[config.mk]
export PLATFORM = sky130hd
export DESIGN_NAME = spgm_top
export DESIGN_NICKNAME = d
export VERILOG_FILES = /design/src/logic/spgm_pkg.sv /design/src/logic/spgm_bank_if.sv /design/src/logic/spgm_pin_bank.sv /design/src/logic/spgm_top.sv
export SDC_FILE = /design/constraint.sdc
export NUM_CORES = 1
export LEC_CHECK = 0
export BUFFER_PORTS_ARGS = -buffer_cell sky130_fd_sc_hd__buf_4
export CAP_MARGIN = 15
export CORE_MARGIN = 2
export CORE_UTILIZATION = 56
export CTS_CLUSTER_SIZE = 14
export DETAILED_ROUTE_END_ITERATION = 8
export PLACE_DENSITY = 0.95
export SYNTH_ARGS = -nofsm -noshare
export SYNTH_HDL_FRONTEND = slang
export SYNTH_HIERARCHICAL = 1
export SYNTH_SLANG_ARGS = --single-unit
[constraint.sdc]
create_clock -name pclk -period 3.4 [get_ports pclk]
set_input_delay 0.34 -clock pclk [delete_from_list [all_inputs] [get_ports pclk]]
set_output_delay 0.34 -clock pclk [all_outputs]
set_load 0.01 [all_outputs]
[src/logic/spgm_pkg.sv]
package spgm_pkg;
    localparam int NUM_PINS = 37;
    localparam int ADDR_W = 8;
    localparam int B_W = 16;
    localparam int C_W = 12;
    localparam int D_W = 2;
    localparam int E_W = 10;
    localparam int E_OWN_W = 6;
    localparam int SHARE_W = 4;
    // pin vector layout
    localparam int B_LSB = 0;
    localparam int C_LSB = 16;
    localparam int D_LSB = 28;
    localparam int E_LSB = 30;
    localparam int T_PIN = 36;
    // port C bits 8..11 are the pins shared with serial port B bits 6..9
    localparam int C_SHARE_LSB = 8;
    // register byte offsets
    localparam logic [7:0] OFF_HOST_CTRL = 8'h00;
    localparam logic [7:0] OFF_HOST_DIR = 8'h04;
    localparam logic [7:0] OFF_HOST_DATA = 8'h08;
    localparam logic [7:0] OFF_C_CTRL = 8'h0C;
    localparam logic [7:0] OFF_C_DIR = 8'h10;
    localparam logic [7:0] OFF_C_DATA = 8'h14;
    localparam logic [7:0] OFF_D_CTRL = 8'h18;
    localparam logic [7:0] OFF_D_DIR = 8'h1C;
    localparam logic [7:0] OFF_D_DATA = 8'h20;
    localparam logic [7:0] OFF_E_CTRL = 8'h24;
    localparam logic [7:0] OFF_E_DIR = 8'h28;
    localparam logic [7:0] OFF_E_DATA = 8'h2C;
    localparam logic [7:0] OFF_TIMER = 8'h30;
    // host control: bit 0 enable, pin-position bits 9, 10 and 13..15 keep that pin as GPIO
    localparam int HC_EN_BIT = 0;
    localparam logic [15:0] HOST_GPIO_MASK = 16'hE600;
    localparam logic [15:0] HOST_CTRL_WMASK = 16'hE601;
    // timer control/status fields
    localparam int TC_TIMER_BIT = 0;
    localparam int TC_DIR_BIT = 1;
    localparam int TC_DATA_BIT = 2;
    localparam int TC_W = 3;
    localparam logic [15:0] RST_ZERO = 16'h0000;
endpackage

[src/logic/spgm_bank_if.sv]
interface spgm_bank_if #(parameter int N = 37);
    logic [N-1:0] drv_out;
    logic [N-1:0] drv_oe;
    logic [N-1:0] pin_in;
    logic [N-1:0] q_out;
    logic [N-1:0] q_oe;
    logic [N-1:0] q_in;
    modport ctrl (output drv_out, output drv_oe, output pin_in,
                  input q_out, input q_oe, input q_in);
    modport bank (input drv_out, input drv_oe, input pin_in,
                  output q_out, output q_oe, output q_in);
endinterface

[src/logic/spgm_pin_bank.sv]
module spgm_pin_bank #(
    parameter int N = 37
) (
    input wire logic pclk,
    input wire logic presetn,
    spgm_bank_if.bank bus
);
    // pad stage: every pin leaves and enters through a flop
    always_ff @(posedge pclk or negedge presetn) begin
        if (!presetn) begin
            bus.q_out <= '0;
            bus.q_oe <= '0;
            bus.q_in <= '0;
        end else begin
            bus.q_out <= bus.drv_out;
            bus.q_oe <= bus.drv_oe;
            bus.q_in <= bus.pin_in;
        end
    end
endmodule

[src/logic/spgm_top.sv]
module spgm_top (
    input wire logic pclk,
    input wire logic presetn,
    input wire logic soft_reset,
    input wire logic psel,
    input wire logic penable,
    input wire logic pwrite,
    input wire logic [7:0] paddr,
    input wire logic [31:0] pwdata,
    output logic [31:0] prdata,
    output logic pready,
    output logic pslverr,
    input wire logic [36:0] pin_in,
    output logic [36:0] pin_out,
    output logic [36:0] pin_oe,
    input wire logic [15:0] host_per_out,
    input wire logic [15:0] host_per_oe,
    output logic [15:0] host_per_in,
    output logic host_port_enabled,
    input wire logic [11:0] asa_per_out,
    input wire logic [11:0] asa_per_oe,
    output logic [11:0] asa_per_in,
    input wire logic [1:0] atx_per_out,
    input wire logic [1:0] atx_per_oe,
    output logic [1:0] atx_per_in,
    input wire logic [9:0] asb_per_out,
    input wire logic [9:0] asb_per_oe,
    output logic [9:0] asb_per_in,
    input wire logic tmr_per_out,
    input wire logic tmr_per_oe,
    output logic tmr_per_in
);
    localparam int SH_HI = spgm_pkg::C_SHARE_LSB + spgm_pkg::SHARE_W - 1;
    localparam int EO_HI = spgm_pkg::E_OWN_W - 1;

    // data read-back: driven bits show the latch, input bits the pin
    function automatic logic [15:0] rd_mix(input logic [15:0] dir,
                                           input logic [15:0] data,
                                           input logic [15:0] pin);
        rd_mix = (dir & data) | (~dir & pin);
    endfunction

    logic [15:0] host_port_control_reg;
    logic [15:0] host_port_direction_reg;
    logic [15:0] host_port_pin_data_reg;
    logic [11:0] portc_control_reg;
    logic [11:0] portc_direction_reg;
    logic [11:0] portc_data_reg;
    logic [1:0] portd_control_reg;
    logic [1:0] portd_direction_reg;
    logic [1:0] portd_data_reg;
    logic [9:0] porte_control_reg;
    logic [9:0] porte_direction_reg;
    logic [9:0] porte_data_reg;
    logic [2:0] timer_control_status_reg;
    logic pready_reg;
    logic pslverr_reg;
    logic [31:0] prdata_reg;

    spgm_bank_if #(.N(spgm_pkg::NUM_PINS)) bank_bus ();

    spgm_pin_bank #(.N(spgm_pkg::NUM_PINS)) u_bank (
        .pclk(pclk),
        .presetn(presetn),
        .bus(bank_bus)
    );

    wire [36:0] samp = bank_bus.q_in;

    // port B ownership
    wire host_en = host_port_control_reg[spgm_pkg::HC_EN_BIT];
    wire [15:0] b_gpio = host_en
        ? (host_port_control_reg & spgm_pkg::HOST_GPIO_MASK)
        : 16'hFFFF;
    wire [15:0] b_out = (b_gpio & host_port_pin_data_reg)
        | (~b_gpio & host_per_out);
    wire [15:0] b_oe = (b_gpio & host_port_direction_reg)
        | (~b_gpio & host_per_oe);

    // shared pins: serial A, then serial B, then port C GPIO
    // (only while it drives), and port E GPIO last
    wire [3:0] sh_a = portc_control_reg[SH_HI:spgm_pkg::C_SHARE_LSB];
    wire [3:0] sh_b = porte_control_reg[9:6] & ~sh_a;
    wire [3:0] sh_cdir = portc_direction_reg[SH_HI:spgm_pkg::C_SHARE_LSB];
    wire [3:0] sh_e = ~sh_a & ~porte_control_reg[9:6] & ~sh_cdir;
    wire [11:0] sh_b_w = {sh_b, 8'h00};
    wire [11:0] sh_e_w = {sh_e, 8'h00};
    wire [11:0] c_gpio = ~portc_control_reg & ~sh_b_w & ~sh_e_w;
    wire [11:0] c_out = (portc_control_reg & asa_per_out)
        | (c_gpio & portc_data_reg)
        | (sh_b_w & {asb_per_out[9:6], 8'h00})
        | (sh_e_w & {porte_data_reg[9:6], 8'h00});
    wire [11:0] c_oe = (portc_control_reg & asa_per_oe)
        | (c_gpio & portc_direction_reg)
        | (sh_b_w & {asb_per_oe[9:6], 8'h00})
        | (sh_e_w & {porte_direction_reg[9:6], 8'h00});

    // port D
    wire [1:0] d_gpio = ~portd_control_reg;
    wire [1:0] d_out = (portd_control_reg & atx_per_out)
        | (d_gpio & portd_data_reg);
    wire [1:0] d_oe = (portd_control_reg & atx_per_oe)
        | (d_gpio & portd_direction_reg);

    // port E own pins
    wire [5:0] e_per = porte_control_reg[EO_HI:0];
    wire [5:0] e_out = (e_per & asb_per_out[EO_HI:0])
        | (~e_per & porte_data_reg[EO_HI:0]);
    wire [5:0] e_oe = (e_per & asb_per_oe[EO_HI:0])
        | (~e_per & porte_direction_reg[EO_HI:0]);

    // timer pin
    wire t_per = timer_control_status_reg[spgm_pkg::TC_TIMER_BIT];
    wire t_out = t_per ? tmr_per_out
        : timer_control_status_reg[spgm_pkg::TC_DATA_BIT];
    wire t_oe = t_per ? tmr_per_oe
        : timer_control_status_reg[spgm_pkg::TC_DIR_BIT];

    assign bank_bus.drv_out = {t_out, e_out, d_out, c_out, b_out};
    assign bank_bus.drv_oe = {t_oe, e_oe, d_oe, c_oe, b_oe};
    assign bank_bus.pin_in = pin_in;

    // sampled pins per group
    wire [15:0] s_b = samp[15:0];
    wire [11:0] s_c = samp[27:16];
    wire [1:0] s_d = samp[29:28];
    wire [9:0] s_e = {samp[27:24], samp[35:30]};
    wire s_t = samp[spgm_pkg::T_PIN];

    // APB decode
    wire acc = psel & penable & ~pready_reg;
    wire wr_take = psel & penable & pready_reg & pwrite;
    wire hit_hc = (paddr == spgm_pkg::OFF_HOST_CTRL);
    wire hit_hd = (paddr == spgm_pkg::OFF_HOST_DIR);
    wire hit_hx = (paddr == spgm_pkg::OFF_HOST_DATA);
    wire hit_cc = (paddr == spgm_pkg::OFF_C_CTRL);
    wire hit_cd = (paddr == spgm_pkg::OFF_C_DIR);
    wire hit_cx = (paddr == spgm_pkg::OFF_C_DATA);
    wire hit_dc = (paddr == spgm_pkg::OFF_D_CTRL);
    wire hit_dd = (paddr == spgm_pkg::OFF_D_DIR);
    wire hit_dx = (paddr == spgm_pkg::OFF_D_DATA);
    wire hit_ec = (paddr == spgm_pkg::OFF_E_CTRL);
    wire hit_ed = (paddr == spgm_pkg::OFF_E_DIR);
    wire hit_ex = (paddr == spgm_pkg::OFF_E_DATA);
    wire hit_tc = (paddr == spgm_pkg::OFF_TIMER);
    wire hit_any = hit_hc | hit_hd | hit_hx | hit_cc | hit_cd | hit_cx
        | hit_dc | hit_dd | hit_dx | hit_ec | hit_ed | hit_ex | hit_tc;

    wire [15:0] b_rd = rd_mix(host_port_direction_reg,
        host_port_pin_data_reg, s_b);
    wire [15:0] c_rd = rd_mix({4'h0, portc_direction_reg},
        {4'h0, portc_data_reg}, {4'h0, s_c});
    wire [15:0] d_rd = rd_mix({14'h0000, portd_direction_reg},
        {14'h0000, portd_data_reg}, {14'h0000, s_d});
    wire [15:0] e_rd = rd_mix({6'h00, porte_direction_reg},
        {6'h00, porte_data_reg}, {6'h00, s_e});
    wire t_rd = timer_control_status_reg[spgm_pkg::TC_DIR_BIT]
        ? timer_control_status_reg[spgm_pkg::TC_DATA_BIT] : s_t;

    wire [15:0] rd_sel =
        ({16{hit_hc}} & host_port_control_reg)
        | ({16{hit_hd}} & host_port_direction_reg)
        | ({16{hit_hx}} & b_rd)
        | ({16{hit_cc}} & {4'h0, portc_control_reg})
        | ({16{hit_cd}} & {4'h0, portc_direction_reg})
        | ({16{hit_cx}} & c_rd)
        | ({16{hit_dc}} & {14'h0000, portd_control_reg})
        | ({16{hit_dd}} & {14'h0000, portd_direction_reg})
        | ({16{hit_dx}} & d_rd)
        | ({16{hit_ec}} & {6'h00, porte_control_reg})
        | ({16{hit_ed}} & {6'h00, porte_direction_reg})
        | ({16{hit_ex}} & e_rd)
        | ({16{hit_tc}} & {13'h0000, t_rd,
            timer_control_status_reg[1:0]});

    // one wait state keeps pready, prdata and pslverr straight from flops
    always_ff @(posedge pclk or negedge presetn) begin
        if (!presetn) begin
            pready_reg <= 1'b0;
            pslverr_reg <= 1'b0;
            prdata_reg <= 32'h0000_0000;
        end else begin
            pready_reg <= acc;
            pslverr_reg <= acc & ~hit_any;
            if (acc) begin
                prdata_reg <= (pwrite | ~hit_any) ? 32'h0000_0000
                    : {16'h0000, rd_sel};
            end
        end
    end

    // host control: soft reset disables the host port, pins fall to GPIO
    always_ff @(posedge pclk or negedge presetn) begin
        if (!presetn) begin
            host_port_control_reg <= spgm_pkg::RST_ZERO;
        end else if (soft_reset) begin
            host_port_control_reg <= spgm_pkg::RST_ZERO;
        end else if (wr_take && hit_hc) begin
            host_port_control_reg <= pwdata[15:0]
                & spgm_pkg::HOST_CTRL_WMASK;
        end
    end

    // direction zero after either reset leaves every port B pin undriven
    always_ff @(posedge pclk or negedge presetn) begin
        if (!presetn) begin
            host_port_direction_reg <= spgm_pkg::RST_ZERO;
            host_port_pin_data_reg <= spgm_pkg::RST_ZERO;
        end else if (soft_reset) begin
            host_port_direction_reg <= spgm_pkg::RST_ZERO;
            host_port_pin_data_reg <= spgm_pkg::RST_ZERO;
        end else begin
            if (wr_take && hit_hd) begin
                host_port_direction_reg <= pwdata[15:0];
            end
            if (wr_take && hit_hx) begin
                host_port_pin_data_reg <= pwdata[15:0];
            end
        end
    end

    always_ff @(posedge pclk or negedge presetn) begin
        if (!presetn) begin
            portc_control_reg <= 12'h000;
            portc_direction_reg <= 12'h000;
            portc_data_reg <= 12'h000;
            portd_control_reg <= 2'h0;
            portd_direction_reg <= 2'h0;
            portd_data_reg <= 2'h0;
            porte_control_reg <= 10'h000;
            porte_direction_reg <= 10'h000;
            porte_data_reg <= 10'h000;
            timer_control_status_reg <= 3'h0;
        end else if (wr_take) begin
            if (hit_cc) portc_control_reg <= pwdata[11:0];
            if (hit_cd) portc_direction_reg <= pwdata[11:0];
            if (hit_cx) portc_data_reg <= pwdata[11:0];
            if (hit_dc) portd_control_reg <= pwdata[1:0];
            if (hit_dd) portd_direction_reg <= pwdata[1:0];
            if (hit_dx) portd_data_reg <= pwdata[1:0];
            if (hit_ec) porte_control_reg <= pwdata[9:0];
            if (hit_ed) porte_direction_reg <= pwdata[9:0];
            if (hit_ex) porte_data_reg <= pwdata[9:0];
            if (hit_tc) begin
                timer_control_status_reg <= pwdata[2:0];
            end
        end
    end

    assign prdata = prdata_reg;
    assign pready = pready_reg;
    assign pslverr = pslverr_reg;
    assign pin_out = bank_bus.q_out;
    assign pin_oe = bank_bus.q_oe;
    assign host_port_enabled = host_en;
    assign host_per_in = s_b;
    assign asa_per_in = s_c;
    assign atx_per_in = s_d;
    assign asb_per_in = s_e;
    assign tmr_per_in = s_t;
endmodule

# --- Word-level counts from Yosys, hierarchy flattened ---
# Index checks and enable logic that the tools add are counted.
op_classes:
  n_eq_ne: 12
  muxes: 11
  bitwise: 107
  n_reduce_logical: 17
op_table:
  columns: ["op", "count"]
  rows:
  - ["$or A16 B16 Y16", 15]
  - ["$and A16 B16 Y16", 12]
  - ["$and A12 B12 Y12", 11]
  - ["$mux W16", 8]
  - ["$or A12 B12 Y12", 6]
  - ["$and A16 B10 Y16", 3]
  - ["$and A16 B12 Y16", 3]
  - ["$and A16 B2 Y16", 3]
  - ["$eq A8 B6 Y1 const B", 5]
  - ["$not A12 Y12", 3]
  - ["$eq A8 B5 Y1 const B", 4]
  - ["$not A16 Y16", 2]
  - ["$and A6 B6 Y6", 4]
  - ["$reduce_and A2 Y1", 10]
  - ["$and A16 B3 Y16", 1]
  - ["$eq A8 B4 Y1 const B", 2]
  - ["$not A10 Y16", 1]
  - ["$not A12 Y16", 1]
  - ["$not A2 Y16", 1]
  - ["$or A10 B16 Y16", 1]
  - ["$or A12 B16 Y16", 1]
  - ["$or A2 B16 Y16", 1]
  - ["$or A1 B1 Y1", 13]
  - ["$and A4 B4 Y4", 3]
  - ["14 further kinds", 33]
totals:
  register_bits: 268
  input_bits: 165
  output_inout_bits: 150
  wordCells: 166

# --- Depth between registers and ports, before layout ---
depth:
  ltp_word: 16
  depth_mapped: 8
  depth_no_buf: 5

# --- Modules after synthesis ---
# The synthesis kept the hierarchy.
by_module_without_submodules:
  columns: ["mod", "instances", "cells_each", "area_per_inst_um2", "seq_area_each_um2"]
  rows:
  - ["spgm_top", 1, 714, 7648.6, 3278.1]
  - ["spgm_pin_bank", 1, 111, 2777.7, 2777.7]

# --- Least setup slack after synthesis ---
# No wires, ideal clock.
synth_path:
  path_type: "input to register"
  startpoint: "input paddr[1]"
  endpoint: "register timer_control_status_reg[0]"
  setup_time_ns: 0.128
  arrival_ns: 1.831
  required_time_ns: 3.272
  setup_slack_ns: 1.442
  path_stages: 7
  n_path_buf: 2
  cell_sequence: "buf_2 or4_4 buf_6 nor3_4 nand3_2 nor2_4 mux2_1"
synth_between:
  elab_chain_len: 2
synth_lines:
  columns: ["item", "line_no", "source"]
  rows:
  - ["start: declaration", "spgm_top.sv:8", "input wire logic [7:0] paddr,"]
  - ["$eq A8 B6 Y1", "spgm_top.sv:145", "wire hit_tc = (paddr == spgm_pkg::OFF_TIMER);"]
  - ["$reduce_and A2 Y1 (no line)", null, null]
  - ["end signal: assignment", "spgm_top.sv:245", "timer_control_status_reg <= pwdata[2:0];"]
  - ["end: declaration", "spgm_top.sv:55", "logic [2:0] timer_control_status_reg;"]
# No other way between the ends.
# A chain may end at the register's enable or synchronous reset.

# --- Worst setup path in the final report ---
layout_path:
  startpoint: "input paddr[3]"
  endpoint: "register host_port_pin_data_reg[9]"
layout_between:
  elab_chain_len: 3
layout_lines:
  columns: ["item", "line_no", "source"]
  rows:
  - ["$eq A8 B4 Y1", "spgm_top.sv:135", "wire hit_hx = (paddr == spgm_pkg::OFF_HOST_DATA);"]
  - ["$logic_and A1 B1 Y1", "spgm_top.sv:216", "if (wr_take && hit_hx) begin"]
  - ["$reduce_bool A2 Y1 (no line)", null, null]
  - ["end signal: assignment", "spgm_top.sv:208", "host_port_pin_data_reg <= spgm_pkg::RST_ZERO;"]
  - ["end signal: assignment", "spgm_top.sv:211", "host_port_pin_data_reg <= spgm_pkg::RST_ZERO;"]
  - ["end signal: assignment", "spgm_top.sv:217", "host_port_pin_data_reg <= pwdata[15:0];"]
  - ["end: declaration", "spgm_top.sv:45", "logic [15:0] host_port_pin_data_reg;"]
# No other way between the ends.

==> metrics.md <==
| Metric | Value |
|---|---|
| Crit Path Max Fanout | `21` |
| Reg-to-Reg End | `portc_control_reg[1]$_DFFE_PN0P_` |
| Levels on crit path | `6` |
| Yosys warns | `6` |
| Site Rows | `a little under 50` |
| Crit path required time | `~3800 ps` |
| Syn Area/Cell | `between 10 and 15 µm²` |
| Largest net degree at the start of global routing | `between 100 and 150` |
| Io pins | `between 300 and 400` |
| Vias in the first global route | `slightly above 9000` |
| Tmin final | `2305 ps` |
| WL/cell | `between 20 and 25 µm` |
| Critical Path End Type | `register` |
| Post-DP HPWL | `22580 µm` |
| Total power | `6.088 mW` |
| Final WL | `33710 µm` |
| Synthesis-to-layout area growth | `32.82%` |
| RSZ-0062 raised after global routing | `false` |
| Global route hottest layer | `met2` |
| Mapped Area | `10430 µm²` |
| DIE HEIGHT | `140.5 µm` |
| Vias/cell | `6.137` |
| Post-synth EDFFs | `0` |
| Power per Cell Area | `roughly 440 nW/µm²` |
| Clock Tree Root | `clkbuf_16` |
| Clock transition at path regs | `~60 ps` |
| Status | `complete, no violations` |
| Biggest regs | `u_bank/bus.q_in x37, u_bank/bus.q_oe x37, u_bank/bus.q_out x37` |
| Final RePlAce weighted congestion | `~0.90` |
| Slowest cell on crit path | `nor4b_4` |
| Drt first-iter violations | `between 900 and 1000` |
| CTS tree | `done` |
| Final Skew | `approximately 8.7 ps` |
| Die width | `140.5 µm` |
| Global-route usage over all layers | `33.89%` |
| Global routing usage on met3 | `under 10%` |
| Gr ovfl total | `0` |
| CP Launch Type | `input pin` |
| Least-Margin Pin Slew | `slightly below 1000 ps` |
| VDD IR max | `about 360 µV` |
| Max Buffers Root-to-Sink | `3` |
| Worst Hold Class | `in -> reg` |
| H-tree depth | `1` |
| Antenna Violating Nets Remaining | `0` |
| CORE AREA | `roughly 18000 µm²` |
| Sink Count | `roughly 240` |
| Vias | `about 8500` |
| Ys flop type | `dfrtp_1` |
| Setup_tns | `0 ps` |
| Met2 usage | `between 50% and 60%` |
| Max stage delay on crit path | `around 700 ps` |
| Inst Count DP | `~1300` |
| Worst R2R Path Depth | `3` |
| WS Path Type | `in -> reg` |
| Cells after Synth | `approximately 830` |
| Sequential-to-total area share from yosys stat | `between 50 and 60%` |
| Worst rel slew slack | `33.69%` |
| Setup Buffers After CTS | `0` |
| Initial antenna violation count | `2` |
| CTS buffer count | `26` |
| Fraction of registers with async set/reset | `between 90% and 100%` |
| Origin of the critical flop-to-flop path | `pready$_DFF_PN0_` |
| Slack of the worst reg-to-reg path | `approximately 1300 ps` |
| DIE AREA | `a little under 20000 µm²` |
| Final Hold Fails | `0` |
| Max-cap violations | `0` |
| DRC Markers | `0` |
| Critical path's top delay family | `simple AND/OR/NAND/NOR gates` |
| Final setup viols | `0` |
| Grt met1 use | `approximately two fifths` |
| Critical path buffers and inverters | `1` |
| Leak | `roughly 6.7 nW` |
| Insertion delay to the later sink of the worst-skew pair | `around 520 ps` |
| Worst Setup EP | `host_port_pin_data_reg[9]$_DFFE_PN0P_` |
| Global-route wire length before repair | `~51000 µm` |
| WP data arrival | `~2700 ps` |
| Fin area | `13850 µm²` |
| Max Clk Rate | `between 0.4 and 0.5 GHz` |
| Pins Over Slew Limit | `0` |
| Final instance count without filler cells | `~1400` |
| Cell variety after synth | `between 60 and 70` |
| 1st-pass router iterations | `6` |
| Register bit total from synthesis | `roughly 240` |
| Critical path cell sequence | `buf_4 > nor4b_4 > nand2_2 > nor2_4 > mux2i_1 > nor2_1` |
| Setup crit start | `paddr[3]` |
| Post-DP Area | `about 13000 µm²` |
| Layout Nets | `1306` |
| Tcrit/Tclk final | `67.78%` |
| Initial Utilization | `between 50% and 60%` |
| Share of cells above drive strength 1 | `40.67%` |
| I/O Buffers | `approximately 280` |
==> power breakdown <==
group / switching [mW] / internal [mW] / leakage (nW)
combinational: 0.235 / 0.214 / 3.09
clock: 1.12 / 1.58 / 0.397
sequential: 0.0260 / 2.91 / 3.26
==> kinds of logic after synthesis <==
kind of cell           after synthesis  share of synthesized area, %
muxes                              180                         19.12
AOI/OAI and AO/OA                  142                         8.808
buffers and inverters               68                         3.744
other                                1                       0.03597
and+or+nand+nor                    192                         10.21
DFF                                242                         58.08
==> layer usage <==
layer	vias to the layer above	wire length [µm]	part of all wire (%)
li1	3572	-	-
met1	4228	11820	35
met2	596	16970	50
met3	128	3325	9.9
met4	0	1591	4.7
met5	-	0	0
==> repair_timing <==
item                                   in CTS  in global routing
hold buffers                               38                  0
endpoints found under the hold margin     140                  0
resized for setup                           0                  0
==> cell usage in the layout, fill, tap and decap left out, drive strengths merged, types with 5 or more instances in the layout <==
cell type	synthesis	final
buf	43	294
dfrtp	242	242
mux2	143	143
nand2	83	83
nor2	55	55
clkbuf	16	41
a21oi	38	38
dlygate4sd3	0	38
mux2i	36	36
o21ai	33	33
conb	1	16
o22ai	11	11
a22oi	10	10
inv	9	9
nand3	8	8
nor2b	6	6
a221oi	6	6
o211ai	5	5
a31oi	5	5
o2111ai	5	5
nor3	5	5
==> per-stage QoR <==
step           setup slack, ps  hold WS, ps  utilization, %
2_1_floorplan             1442        44.41               -
3_3_place_gp             787.7        449.1           69.96
3_5_place_dp             663.6        449.6           69.96
4_1_cts                   1171        25.80           76.54
5_1_grt                   1080        28.23           76.57
6_report                  1095        27.63           76.57
==> worst reg2reg max path, delay by kind of cell (launching register included) <==
kind          cells  cell delay (ps)
flops             1              400
mux               1              410
simple gates      2             1170
==> worst min path at each step <==
stage | cells past startpoint | end | slack, ps | from
3_3_place_gp | 1 | u_bank/bus.q_out[17]$_DFF_PN0_ | 450 | presetn
2_1_floorplan | 0 | host_port_control_reg[0]$_DFFE_PN0P_ | 40 | presetn
6_report | 3 | u_bank/bus.q_oe[21]$_DFF_PN0_ | 30 | asa_per_oe[5]
5_1_grt | 3 | u_bank/bus.q_oe[21]$_DFF_PN0_ | 30 | asa_per_oe[5]
4_1_cts | 3 | u_bank/bus.q_oe[21]$_DFF_PN0_ | 30 | asa_per_oe[5]
3_5_place_dp | 1 | u_bank/bus.q_out[17]$_DFF_PN0_ | 450 | presetn
==> Yosys cell counts, drive strengths merged, types with 5 or more instances <==
cell / instances / share of area [%]
inv: 9 / 0.32
nand2: 83 / 3.0
clkbuf: 16 / 0.58
o22ai: 11 / 0.66
dfrtp: 242 / 58
a22oi: 10 / 0.72
buf: 43 / 2.8
o211ai: 5 / 0.36
nand3: 8 / 0.43
nor2: 55 / 2.5
nor3: 5 / 0.61
nor2b: 6 / 0.36
a221oi: 6 / 0.50
mux2i: 36 / 3.5
o2111ai: 5 / 0.42
a21oi: 38 / 1.8
a31oi: 5 / 0.30
mux2: 143 / 15
o21ai: 33 / 1.6
==> cell type report <==
type / count / area [µm²]
timing repair buffer: 332 / 2620
clock inverter: 4 / 22.52
clock buffer: 41 / 788.3
antenna: 2 / 5.005
multi-input combinational: 530 / 4036
fill: 1053 / 4238
tap: 229 / 286.5
inverter: 9 / 33.78
sequential: 242 / 6056
Power figures use the tool's default switching activity.
